<file path="src/include/wd_reset_pkg.sv">
// Constants shared by the watchdog and reset source logic
package wd_reset_pkg;
    // System clock rate in MHz (8 ns period)
    localparam int CLK_FREQ_MHZ = 125;

    // Register port geometry and offsets
    localparam int ADDR_W = 4;
    localparam int DATA_W = 8;
    localparam logic [ADDR_W-1:0] STATUS_ADDR = 4'h0;
    localparam logic [ADDR_W-1:0] CONTROL_ADDR = 4'h1;

    // Status register: one flag per reset cause
    localparam int CAUSE_POR_BIT = 0;
    localparam int CAUSE_PIN_BIT = 1;
    localparam int CAUSE_DROP_BIT = 2;
    localparam int CAUSE_WD_BIT = 3;
    localparam logic [3:0] CAUSE_RESET = 4'h1;

    // Control register fields
    localparam int CTRL_IRQ_FLAG_BIT = 7;
    localparam int CTRL_IRQ_EN_BIT = 6;
    localparam int CTRL_PRESC_HI_BIT = 5;
    localparam int CTRL_UNLOCK_BIT = 4;
    localparam int CTRL_RST_EN_BIT = 3;
    localparam int CTRL_PRESC_LO_MSB = 2;
    localparam logic [3:0] PRESC_RESET = 4'h0;

    // Watchdog time-out: 2048 oscillator cycles doubled per code step
    localparam int WD_CNT_W = 20;
    localparam logic [3:0] WD_MAX_CODE = 4'h9;
    localparam logic [WD_CNT_W-1:0] WD_ALL_ONES = 20'hfffff;

    // Unlock window length in system clocks
    localparam logic [2:0] UNLOCK_CYCLES = 3'h4;

    // Times as printed units, and derived cycle counts (least times round up)
    localparam int STARTUP_DELAY_US = 4100;
    localparam int STARTUP_DELAY_CYC = STARTUP_DELAY_US * CLK_FREQ_MHZ;
    localparam int DROP_QUALIFY_NS = 2000;
    localparam int DROP_QUALIFY_CYC = (DROP_QUALIFY_NS * CLK_FREQ_MHZ + 999) / 1000;
    localparam int PIN_MIN_PULSE_NS = 2500;
    localparam int PIN_MIN_PULSE_CYC = (PIN_MIN_PULSE_NS * CLK_FREQ_MHZ + 999) / 1000;

    // Synchroniser bank layout and idle values
    localparam int SYNC_W = 9;
    localparam int SY_SUPPLY_OK = 0;
    localparam int SY_PIN_RST_N = 1;
    localparam int SY_DROP_LOW = 2;
    localparam int SY_WD_OSC = 3;
    localparam int SY_PIN_DIS = 4;
    localparam int SY_ALWAYS_ON = 5;
    localparam int SY_LEVEL_LSB = 6;
    localparam logic [SYNC_W-1:0] SYNC_RST = 9'h1c2;
    localparam logic [2:0] DROP_LEVEL_OFF = 3'h7;
endpackage

</file>
<file path="src/include/qual_if.sv">
// Carrier between a level qualifier and its user
`timescale 1ns/1ps
interface qual_if;
    logic raw;
    logic enable;
    logic qualified;
    modport filter(input raw, input enable, output qualified);
    modport user(output raw, output enable, input qualified);
endinterface

</file>
<file path="src/rtl/sync_bank.sv">
// Two-stage synchroniser for a bank of asynchronous inputs
`timescale 1ns/1ps
module sync_bank #(
    parameter int WIDTH = 1,
    parameter logic [WIDTH-1:0] RST_VAL = '0
) (
    input wire logic clk,
    input wire logic reset_n,
    input wire logic [WIDTH-1:0] async_in,
    output logic [WIDTH-1:0] sync_out
);
    typedef struct packed {
        logic [WIDTH-1:0] stage1;
        logic [WIDTH-1:0] stage2;
    } sync_s;

    sync_s sync_reg;
    sync_s sync_next;

    // First stage feeds only the second stage
    always_comb begin
        sync_next = sync_reg;
        sync_next.stage1 = async_in;
        sync_next.stage2 = sync_reg.stage1;
    end

    always_ff @(posedge clk or negedge reset_n) begin
        if (!reset_n) begin
            sync_reg <= {RST_VAL, RST_VAL};
        end else begin
            sync_reg <= sync_next;
        end
    end

    assign sync_out = sync_reg.stage2;
endmodule

</file>
<file path="src/rtl/level_qualifier.sv">
// Qualifies a level that must persist a minimum number of cycles
`timescale 1ns/1ps
module level_qualifier #(
    parameter int unsigned COUNT = 1
) (
    input wire logic clk,
    input wire logic reset_n,
    qual_if.filter bus
);
    localparam int CW = $clog2(COUNT + 1);

    typedef struct packed {
        logic [CW-1:0] cnt;
        logic hit;
    } qual_s;

    qual_s qual_reg;
    qual_s qual_next;

    // Short glitches restart the count; release is immediate
    always_comb begin
        qual_next = qual_reg;
        if (bus.raw && bus.enable) begin
            if (qual_reg.cnt >= CW'(COUNT - 1)) begin
                qual_next.hit = 1'b1;
            end else begin
                qual_next.cnt = qual_reg.cnt + 1'b1;
            end
        end else begin
            qual_next = '0;
        end
    end

    always_ff @(posedge clk or negedge reset_n) begin
        if (!reset_n) begin
            qual_reg <= '0;
        end else begin
            qual_reg <= qual_next;
        end
    end

    assign bus.qualified = qual_reg.hit;
endmodule

</file>
<file path="src/rtl/watchdog_reset_top.sv">
// Watchdog timer and reset source merging with start-up delay
`timescale 1ns/1ps
module watchdog_reset_top
    import wd_reset_pkg::*;
#(
    parameter int unsigned STARTUP_CYC = STARTUP_DELAY_CYC
) (
    input wire logic sys_clk,
    input wire logic reset_n,
    input wire logic [ADDR_W-1:0] reg_addr,
    input wire logic [DATA_W-1:0] reg_wdata,
    input wire logic reg_wr,
    input wire logic reg_rd,
    output logic [DATA_W-1:0] reg_rdata,
    input wire logic wd_restart,
    input wire logic wd_irq_ack,
    input wire logic supply_ok,
    input wire logic pin_reset_n,
    input wire logic supply_drop_low,
    input wire logic wd_osc,
    input wire logic [2:0] supply_drop_level_fuse,
    input wire logic pin_reset_disable_fuse,
    input wire logic watchdog_always_on_fuse,
    input wire logic comparator_bandgap_select,
    input wire logic adc_enable,
    output logic internal_reset_n,
    output logic watchdog_irq,
    output logic bandgap_enable
);
    localparam int DELAY_W = $clog2(STARTUP_CYC + 1);

    typedef struct packed {
        logic [DATA_W-1:0] rdata;
        logic [3:0] cause;
        logic irq_flag;
        logic irq_en;
        logic rst_en;
        logic [3:0] presc;
        logic [2:0] unlock_cnt;
        logic [WD_CNT_W-1:0] wd_cnt;
        logic osc_prev;
        logic wd_pulse;
        logic [DELAY_W-1:0] delay;
        logic rst_n_out;
        logic bg_out;
    } state_s;

    state_s state_reg;
    state_s state_next;

    logic [SYNC_W-1:0] sync_q;
    logic supply_low;
    logic pin_disabled;
    logic always_on;
    logic drop_enabled;
    logic rst_en_eff;
    logic irq_en_eff;
    logic [DATA_W-1:0] control_view;
    logic [DATA_W-1:0] status_view;

    qual_if pin_bus();
    qual_if drop_bus();

    // Reserved prescale codes fall back to the longest valid setting
    function automatic logic [3:0] valid_code(input logic [3:0] code);
        valid_code = (code > WD_MAX_CODE) ? WD_MAX_CODE : code;
    endfunction

    // Last count before expiry: 2048 << code, minus one
    function automatic logic [WD_CNT_W-1:0] wd_limit(input logic [3:0] code);
        logic [3:0] shift;
        shift = WD_MAX_CODE - valid_code(code);
        wd_limit = WD_ALL_ONES >> shift;
    endfunction

    // All pins and fuses cross into the system clock here
    sync_bank #(
        .WIDTH(SYNC_W),
        .RST_VAL(SYNC_RST)
    ) u_sync (
        .clk(sys_clk),
        .reset_n(reset_n),
        .async_in({supply_drop_level_fuse, watchdog_always_on_fuse, pin_reset_disable_fuse,
                   wd_osc, supply_drop_low, pin_reset_n, supply_ok}),
        .sync_out(sync_q)
    );

    // Decoded static conditions
    assign supply_low = !sync_q[SY_SUPPLY_OK];
    assign pin_disabled = sync_q[SY_PIN_DIS];
    assign always_on = sync_q[SY_ALWAYS_ON];
    assign drop_enabled = (sync_q[SY_LEVEL_LSB +: 3] != DROP_LEVEL_OFF);

    // Pin low must outlast the minimum pulse width
    assign pin_bus.raw = !sync_q[SY_PIN_RST_N];
    assign pin_bus.enable = !pin_disabled;

    level_qualifier #(
        .COUNT(PIN_MIN_PULSE_CYC)
    ) u_pin_qual (
        .clk(sys_clk),
        .reset_n(reset_n),
        .bus(pin_bus)
    );

    // Supply drops count only when they persist
    assign drop_bus.raw = sync_q[SY_DROP_LOW];
    assign drop_bus.enable = drop_enabled;

    level_qualifier #(
        .COUNT(DROP_QUALIFY_CYC)
    ) u_drop_qual (
        .clk(sys_clk),
        .reset_n(reset_n),
        .bus(drop_bus)
    );

    // Effective enables: fuse and cause flag override software
    assign rst_en_eff = state_reg.rst_en || state_reg.cause[CAUSE_WD_BIT] || always_on;
    assign irq_en_eff = state_reg.irq_en && !always_on;

    // Read views of the two registers
    always_comb begin
        control_view = '0;
        control_view[CTRL_IRQ_FLAG_BIT] = state_reg.irq_flag;
        control_view[CTRL_IRQ_EN_BIT] = irq_en_eff;
        control_view[CTRL_PRESC_HI_BIT] = state_reg.presc[3];
        control_view[CTRL_UNLOCK_BIT] = (state_reg.unlock_cnt != 3'h0);
        control_view[CTRL_RST_EN_BIT] = rst_en_eff;
        control_view[CTRL_PRESC_LO_MSB:0] = state_reg.presc[2:0];
        status_view = '0;
        status_view[3:0] = state_reg.cause;
    end

    // Next state of the whole block
    always_comb begin
        logic any_cause;
        logic osc_edge;
        logic expire;
        logic ctrl_wr;
        logic [3:0] new_presc;
        any_cause = 1'b0;
        osc_edge = 1'b0;
        expire = 1'b0;
        ctrl_wr = reg_wr && (reg_addr == CONTROL_ADDR);
        new_presc = {reg_wdata[CTRL_PRESC_HI_BIT], reg_wdata[CTRL_PRESC_LO_MSB:0]};
        state_next = state_reg;
        state_next.wd_pulse = 1'b0;
        state_next.osc_prev = sync_q[SY_WD_OSC];

        // Read data stand for one cycle only; unmapped reads give zero
        state_next.rdata = '0;
        if (reg_rd) begin
            if (reg_addr == STATUS_ADDR) begin
                state_next.rdata = status_view;
            end else if (reg_addr == CONTROL_ADDR) begin
                state_next.rdata = control_view;
            end
        end

        // Status writes: a zero clears a flag, a one leaves it
        if (reg_wr && (reg_addr == STATUS_ADDR)) begin
            state_next.cause = state_reg.cause & reg_wdata[3:0];
        end

        // Unlock window counts down and closes by itself
        if (state_reg.unlock_cnt != 3'h0) begin
            state_next.unlock_cnt = state_reg.unlock_cnt - 3'h1;
        end

        // Interrupt flag: hardware ack or write-one clears it
        if (wd_irq_ack || (ctrl_wr && reg_wdata[CTRL_IRQ_FLAG_BIT])) begin
            state_next.irq_flag = 1'b0;
        end

        // Control writes
        if (ctrl_wr) begin
            state_next.irq_en = reg_wdata[CTRL_IRQ_EN_BIT];
            if (reg_wdata[CTRL_UNLOCK_BIT] && reg_wdata[CTRL_RST_EN_BIT]) begin
                // Unlock needs both bits in one write, old value irrelevant
                state_next.unlock_cnt = UNLOCK_CYCLES;
                state_next.rst_en = 1'b1;
            end else if ((state_reg.unlock_cnt != 3'h0) && !reg_wdata[CTRL_UNLOCK_BIT]) begin
                // Inside the window: clearing and prescale change allowed
                state_next.rst_en = reg_wdata[CTRL_RST_EN_BIT];
                state_next.presc = new_presc;
                state_next.unlock_cnt = 3'h0;
            end else begin
                // Outside it the enable can only be raised
                state_next.rst_en = state_reg.rst_en || reg_wdata[CTRL_RST_EN_BIT];
            end
        end

        // Watchdog counts oscillator rising edges while enabled
        osc_edge = sync_q[SY_WD_OSC] && !state_reg.osc_prev;
        if (!(rst_en_eff || irq_en_eff)) begin
            state_next.wd_cnt = '0;
        end else if (wd_restart) begin
            state_next.wd_cnt = '0;
        end else if (osc_edge) begin
            if (state_reg.wd_cnt >= wd_limit(state_reg.presc)) begin
                // A shortened time-out expires on the next edge
                expire = 1'b1;
                state_next.wd_cnt = '0;
            end else begin
                state_next.wd_cnt = state_reg.wd_cnt + 1'b1;
            end
        end

        // Expiry action depends on the mode
        if (expire) begin
            if (always_on || !irq_en_eff) begin
                state_next.wd_pulse = 1'b1;
            end else if (rst_en_eff) begin
                state_next.irq_flag = 1'b1;
                state_next.irq_en = 1'b0;
            end else begin
                state_next.irq_flag = 1'b1;
            end
        end

        // Cause flags; hardware set wins over a software clear
        if (pin_bus.qualified) begin
            state_next.cause[CAUSE_PIN_BIT] = 1'b1;
        end
        if (drop_bus.qualified) begin
            state_next.cause[CAUSE_DROP_BIT] = 1'b1;
        end
        if (state_reg.wd_pulse) begin
            state_next.cause[CAUSE_WD_BIT] = 1'b1;
        end
        if (supply_low) begin
            state_next.cause = CAUSE_RESET;
        end

        // Merge all causes; delay counter stretches the release
        any_cause = supply_low || pin_bus.qualified || drop_bus.qualified || state_reg.wd_pulse;
        if (any_cause) begin
            state_next.delay = DELAY_W'(STARTUP_CYC);
            state_next.rst_n_out = 1'b0;
        end else if (state_reg.delay != '0) begin
            state_next.delay = state_reg.delay - 1'b1;
            state_next.rst_n_out = 1'b0;
        end else begin
            state_next.rst_n_out = 1'b1;
        end

        // Internal reset returns control to defaults; the cause flag keeps it armed
        if (!state_reg.rst_n_out) begin
            state_next.irq_flag = 1'b0;
            state_next.irq_en = 1'b0;
            state_next.rst_en = 1'b0;
            state_next.presc = PRESC_RESET;
            state_next.unlock_cnt = 3'h0;
            state_next.wd_cnt = '0;
        end

        // Bandgap reference request
        state_next.bg_out = drop_enabled || comparator_bandgap_select || adc_enable;
    end

    // Power-up: reset held and the full delay pending
    always_ff @(posedge sys_clk or negedge reset_n) begin
        if (!reset_n) begin
            state_reg <= '{
                rdata: '0,
                cause: CAUSE_RESET,
                irq_flag: 1'b0,
                irq_en: 1'b0,
                rst_en: 1'b0,
                presc: PRESC_RESET,
                unlock_cnt: 3'h0,
                wd_cnt: '0,
                osc_prev: 1'b0,
                wd_pulse: 1'b0,
                delay: DELAY_W'(STARTUP_CYC),
                rst_n_out: 1'b0,
                bg_out: 1'b0
            };
        end else begin
            state_reg <= state_next;
        end
    end

    // Outputs straight from flip-flops
    assign reg_rdata = state_reg.rdata;
    assign internal_reset_n = state_reg.rst_n_out;
    assign watchdog_irq = state_reg.irq_flag;
    assign bandgap_enable = state_reg.bg_out;
endmodule

</file>
<file path="config.mk">
export PLATFORM = sky130hd
export DESIGN_NAME = watchdog_reset_top
export DESIGN_NICKNAME = d
export VERILOG_FILES = /design/src/include/wd_reset_pkg.sv /design/src/include/qual_if.sv /design/src/rtl/sync_bank.sv /design/src/rtl/level_qualifier.sv /design/src/rtl/watchdog_reset_top.sv
export SDC_FILE = /design/constraint.sdc
export NUM_CORES = 1
export LEC_CHECK = 0
export BUFFER_PORTS_ARGS = -buffer_cell sky130_fd_sc_hd__buf_2
export CAP_MARGIN = 20
export CELL_PAD_IN_SITES_DETAIL_PLACEMENT = 1
export CELL_PAD_IN_SITES_GLOBAL_PLACEMENT = 1
export CORE_ASPECT_RATIO = 0.7
export CORE_MARGIN = 1.5
export CORE_UTILIZATION = 43
export DETAILED_ROUTE_END_ITERATION = 8
export GPL_ROUTABILITY_DRIVEN = 0
export GPL_TIMING_DRIVEN = 1
export PLACE_DENSITY = 0.73
export RECOVER_POWER = 100
export SLEW_MARGIN = 0
export SYNTH_ARGS = -nofsm -noshare
export SYNTH_HDL_FRONTEND = slang
export SYNTH_SLANG_ARGS = --single-unit
</file>
<file path="constraint.sdc">
create_clock -name sys_clk -period 3.1 [get_ports sys_clk]
set_input_delay 0.465 -clock sys_clk [delete_from_list [all_inputs] [get_ports sys_clk]]
set_output_delay 0.465 -clock sys_clk [all_outputs]
set_load 0.05 [all_outputs]
</file>
# Yosys cells after proc, flatten, opt, wreduce, memory -nomap -nowiden

Index checks and enable logic that the tools add are counted.

Equal/unequal tests: 14
Bitwise logic cells: 1
Order comparisons: 4
Reduce and logical (&&, ||, !) cells: 32
Shift operators: 1
Muxes and demuxes: 40
Add/subtract/negate cells: 6

Operators by type and width:

| kind                  | count |
|---|---|
| $mux 20               | 5 |
| $mux 8                | 4 |
| $mux 30               | 1 |
| $mux 9                | 3 |
| $add 20x1->20 const B | 1 |
| $ge 20x20->1          | 1 |
| $shr 20x4->20 const A | 1 |
| $mux 19               | 1 |
| $reduce_bool 19->1    | 1 |
| $sub 19x1->19 const B | 1 |
| $mux 1                | 16 |
| $mux 4                | 4 |
| $ne 2x2->1 const B    | 6 |
| $logic_or 1x1->1      | 11 |
| $mux 10               | 1 |
| $add 9x1->9 const B   | 1 |
| $ge 9x9->1 const B    | 1 |
| $logic_and 1x1->1     | 9 |
| $add 8x1->8 const B   | 1 |
| $ge 8x8->1 const B    | 1 |
| $logic_not 1->1       | 7 |
| $mux 7                | 1 |
| $mux 3                | 2 |
| $ne 3x2->1 const B    | 2 |
| 13 further kinds      | 16 |

Bits in registers: 102
Logic and storage cells: 120
Bits of input ports: 29
Output and inout port bits: 11

# Depth between registers and ports, before layout

Depth after elaboration: 11
Gate-level depth with buffers: 15
Depth with buffers taken out: 13

# Hierarchy

From an unflattened synthesis, not the netlist that was laid out.

Cell total of the unflattened synthesis: 523
Area total of the unflattened synthesis: 5,185.0 um^2

By module, submodules not included:

| module                        | area each (um^2) | cells each | instances | seq. area each (um^2) |
|---|---|---|---|---|
| watchdog_reset_top            | 3,682.3          | 397        | 1         | 1,642.8 |
| level_qualifier (u_pin_qual)  | 564.3            | 58         | 1         | 250.2 |
| level_qualifier (u_drop_qual) | 478.0            | 50         | 1         | 225.2 |
| sync_bank                     | 460.4            | 18         | 1         | 460.4 |

# Worst setup path before layout

Ideal clock, no wire load.

Path kind: flip-flop to flip-flop
Start point: reg state_reg, in the netlist control_view[5]
End point: reg state_reg[39] in the netlist's numbering
Slack: -0.089 ns
Stages on the path, launching flop included: 15
Data required time: 3.034 ns
Period minus slack after synthesis: 3.189 ns
Data arrival time: 3.123 ns
Setup time: 0.066 ns
Buffers on the path: 1
Path through: dfrtp_1 nor2b_1 inv_1 ha_1 inv_1 ha_1 clkbuf_1 nor3_1 ha_1 and3_2 a221o_1 a22oi_2 nand4_4 nor4_4 a41o_1

Cells in the longest elaborated chain, start to end: 10

Ends and longest elaborated chain:

| element                | line                      | RTL |
|---|---|---|
| start, declared        | watchdog_reset_top.sv:48  | `state_s state_reg;` |
| start signal, assigned | watchdog_reset_top.sv:265 | `state_reg <= '{` |
| start signal, assigned | watchdog_reset_top.sv:281 | `state_reg <= state_next;` |
| $gt 4x4->1             | watchdog_reset_top.sv:66  | `valid_code = (code > WD_MAX_CODE) ? WD_MAX_CODE : code;` |
| $mux 4 *               | watchdog_reset_top.sv:66  |  |
| $sub 4x4->4 *          | watchdog_reset_top.sv:72  | `shift = WD_MAX_CODE - valid_code(code);` |
| $shr 20x4->20 *        | watchdog_reset_top.sv:73  | `wd_limit = WD_ALL_ONES >> shift;` |
| $ge 20x20->1 *         | watchdog_reset_top.sv:201 | `if (state_reg.wd_cnt >= wd_limit(state_reg.presc)) begin` |
| $mux 20 *              | watchdog_reset_top.sv:201 |  |
| $mux 20 *              | watchdog_reset_top.sv:200 | `end else if (osc_edge) begin` |
| $mux 20 *              | watchdog_reset_top.sv:198 | `end else if (wd_restart) begin` |
| $mux 20 *              | watchdog_reset_top.sv:196 | `if (!(rst_en_eff \|\| irq_en_eff)) begin` |
| $mux 30 *              | watchdog_reset_top.sv:249 | `if (!state_reg.rst_n_out) begin` |

Mark *: on every way between the ends. The rest lies on a longest branch, timed or not. The select of a mux whose other input is x is not followed.
A chain may end at the register's enable or synchronous reset.

# Worst setup path after layout

Start point: reg state_reg, in the netlist control_view[5]
End point: reg state_reg[33] in the netlist's numbering

The elaborated chain is that of the path after synthesis.

==> flow_metrics.tcl <==
set metrics [dict create \
    status "completed" \
    start_util 0.441 \
    finalClockSkew_ps 5.43 \
    yosysUniqueCellTypes 66 \
    max_freq_mhz 335 \
    drt_pass1_iterations 4 \
    cap_violations 0 \
    power_frac_seq 0.504 \
    postPlaceCellArea_um2 5540 \
    antenna_cells 0 \
    grt_max_degree 57 \
    syn_to_final_growth_pct 15.8 \
    internal_power_mw 2.14 \
    p_clk_frac 0.455 \
    finalCritPeriodShare 0.962 \
    finalCriticalPeriod_ps 2980 \
    required_ps 3370 \
    drc_errors 0 \
    clk_pin_slew_ps 70 \
    num_io_pins 40 \
    critPathMaxFanout 11 \
    yosysTopAreaCell "dfrtp_1" \
    core_area_um2 11700 \
    synth-edff-count 0 \
    fin_tns_setup_ps 0 \
    layout_common_cells "80 x dfrtp_1, 62 x nor2_1, 58 x nand2_1" \
    irDropWorstVdd_mv 0.297 \
    ant_nets 0 \
    powerDensity_nw_per_um2 460 \
    synth_area_leaders "dfrtp_1 39%, dfstp_2 11%, ha_1 6.8%" \
    dp_hpwl_um 8950 \
    crit_buf_inv 2 \
    multi_input_area_um2 2480 \
    synth-seq-cells 102 \
    n_fill_cell 1326 \
    first_global_vias 4192 \
    cts_made_buffers 9 \
    overflow 0 \
    drt-wirelength-per-cell_um 17.6 \
    final.setup.worst_slack_ps 119 \
    ys_seq_area_frac 0.500 \
    syn-instance-count 513 \
    final_core_util 0.511 \
    rows 33 \
    fin_area_um2 5970 \
    max_slew_margin 0.0504 \
    crit_path_max_incr_delay_ps 440 \
    cpMaxStageDelayCell "dfrtp_2" \
    syn_area_per_cell_um2 10.0 \
    crit_family "compound AO/OA/AOI/OAI gates" \
    cts.sinks 102 \
    routed_wl_um 12700 \
    grt_usage 0.217 \
    drive_gt1_frac 0.205 \
    synth_warnings 0 \
    port_buffers 39 \
    largest_reg_flops 50 \
    regArea_um2 2580 \
    nNetsFinal 618 \
    grt_pass1_wl_um 21300 \
    tightest_slew_ps 1420 \
    place_worst_setup_slack_ps -236 \
    htree_levels 3 \
    die-area_um2 12700 \
    crit_top_cell "inv_2" \
    antenna_found_initial 0 \
    die_height_um 94.6 \
    route.vias.total 3927 \
    path_cells "nor2b_4, inv_2, ha_2, inv_2, ha_4, nor2b_2, ha_1, a21o_2, a221o_1, a22oi_2, nand3_1, o21a_2, nor2_1" \
    ctsLongestPathBuffers 2 \
    power.share.combinational 0.041 \
    synth_top_area_frac 0.393 \
    arrival_ps 3250 \
    synthFlopType "dfrtp_1" \
    die-width_um 134 \
    p_sw_mw 0.608 \
    final_common_cell "dfrtp_1" \
    syn_area_um2 5150 \
    synthArstFlopShare 1.00 \
    crit_path_end_kind "flip-flop" \
    worst-setup-path-type "flip-flop to flip-flop" \
    setup_viol 0 \
    viasPerCell 5.43 \
    cts_tree "done" \
    clkLatencyLatePin_ps 350 \
    hp-class "primary input to flip-flop" \
    cellLeakagePower_nw 2.54 \
    root_buffer "clkbuf_16" \
    startpoint_type "flip-flop" \
    synth_fp_nets 570 \
    hold_viol 0 \
    finalMaxSlewViolations 0 \
    first_iter_violations 132 \
    sw_frac_of_total 0.221 \
]
-- layer usage --
layer,wire length (µm),track usage,up-vias,share of wire
li1,-,-,1857,-
met4,148,0.0598,0,0.012
met2,5970,0.361,57,0.47
met5,0,0,-,0
met1,6190,0.288,2000,0.49
met3,400,0.0462,13,0.031
-- cell usage after synthesis (all sizes together) (13+ instances only) --
| cell | number |
|---|---|
| nor2 | 63 |
| xor2 | 22 |
| o21ai | 17 |
| dfstp | 21 |
| nand2 | 60 |
| ha | 28 |
| and3 | 13 |
| nand3 | 23 |
| dfrtp | 81 |
| inv | 18 |
| a21oi | 22 |
-- path summary, 6_finish.rpt --
check | start | end | slack (ps) | depth (start not counted)
worst max-delay path | control_view[5] | state_reg[33] | 120 | 13
worst min-delay path | supply_drop_level_fuse[2] | u_sync.sync_next[8] | 210 | 1
worst max register to register | control_view[5] | state_reg[33] | 120 | 13
worst min register to register | u_sync.sync_next[4] | u_sync.sync_out[4] | 350 | 0
max in group asynchronous | reset_n | u_pin_qual.qual_reg[3] | 1040 | 2
min in group asynchronous | reset_n | state_reg[29] | 450 | 1
-- power groups by stage --
stage | sequential (mW) | clock [mW] | combinational, mW
floorplan | 1.40 | 0 | 0.0508
finish | 1.38 | 1.25 | 0.111
global placement | 1.41 | 0 | 0.112
CTS | 1.38 | 1.29 | 0.118
detailed placement | 1.41 | 0 | 0.117
global route | 1.39 | 1.34 | 0.128
-- area by class of cell --
type / instances / area share
Inverter: 19 / 0.0119
Clock buffer: 10 / 0.0400
Multi-Input combinational cell: 373 / 0.415
Sequential cell: 102 / 0.432
Timing Repair Buffer: 56 / 0.0522
Clock inverter: 6 / 0.0157
Tap cell: 157 / 0.0329
-- cells by family after synthesis --
family                     after synthesis  share of synthesized area
DFF                                    102                      0.500
xor gates and xnor gates                33                     0.0561
adders and majority gates               28                     0.0680
AOI/OAI and AO/OA                       79                      0.103
muxes                                    6                     0.0117
and+or+nand+nor                        227                      0.227
buffers and inverters                   38                     0.0337
-- through the flow --
step	hold slack, ps	power [mW]	cells
2_1_floorplan	169	1.45	513
3_3_place_gp	334	1.52	702
3_5_place_dp	336	1.53	702
4_1_cts	195	2.79	722
5_1_grt	191	2.86	723
6_report	209	2.75	723
-- timing repair --
item                                    in CTS  in global routing
hold buffers                                 0                  0
buffers inserted                             4                  2
endpoints found under the setup margin      22                 22
pin swaps                                    9                 15
gates resized for setup                     11                 24
(Power assumes the default switching activity.)
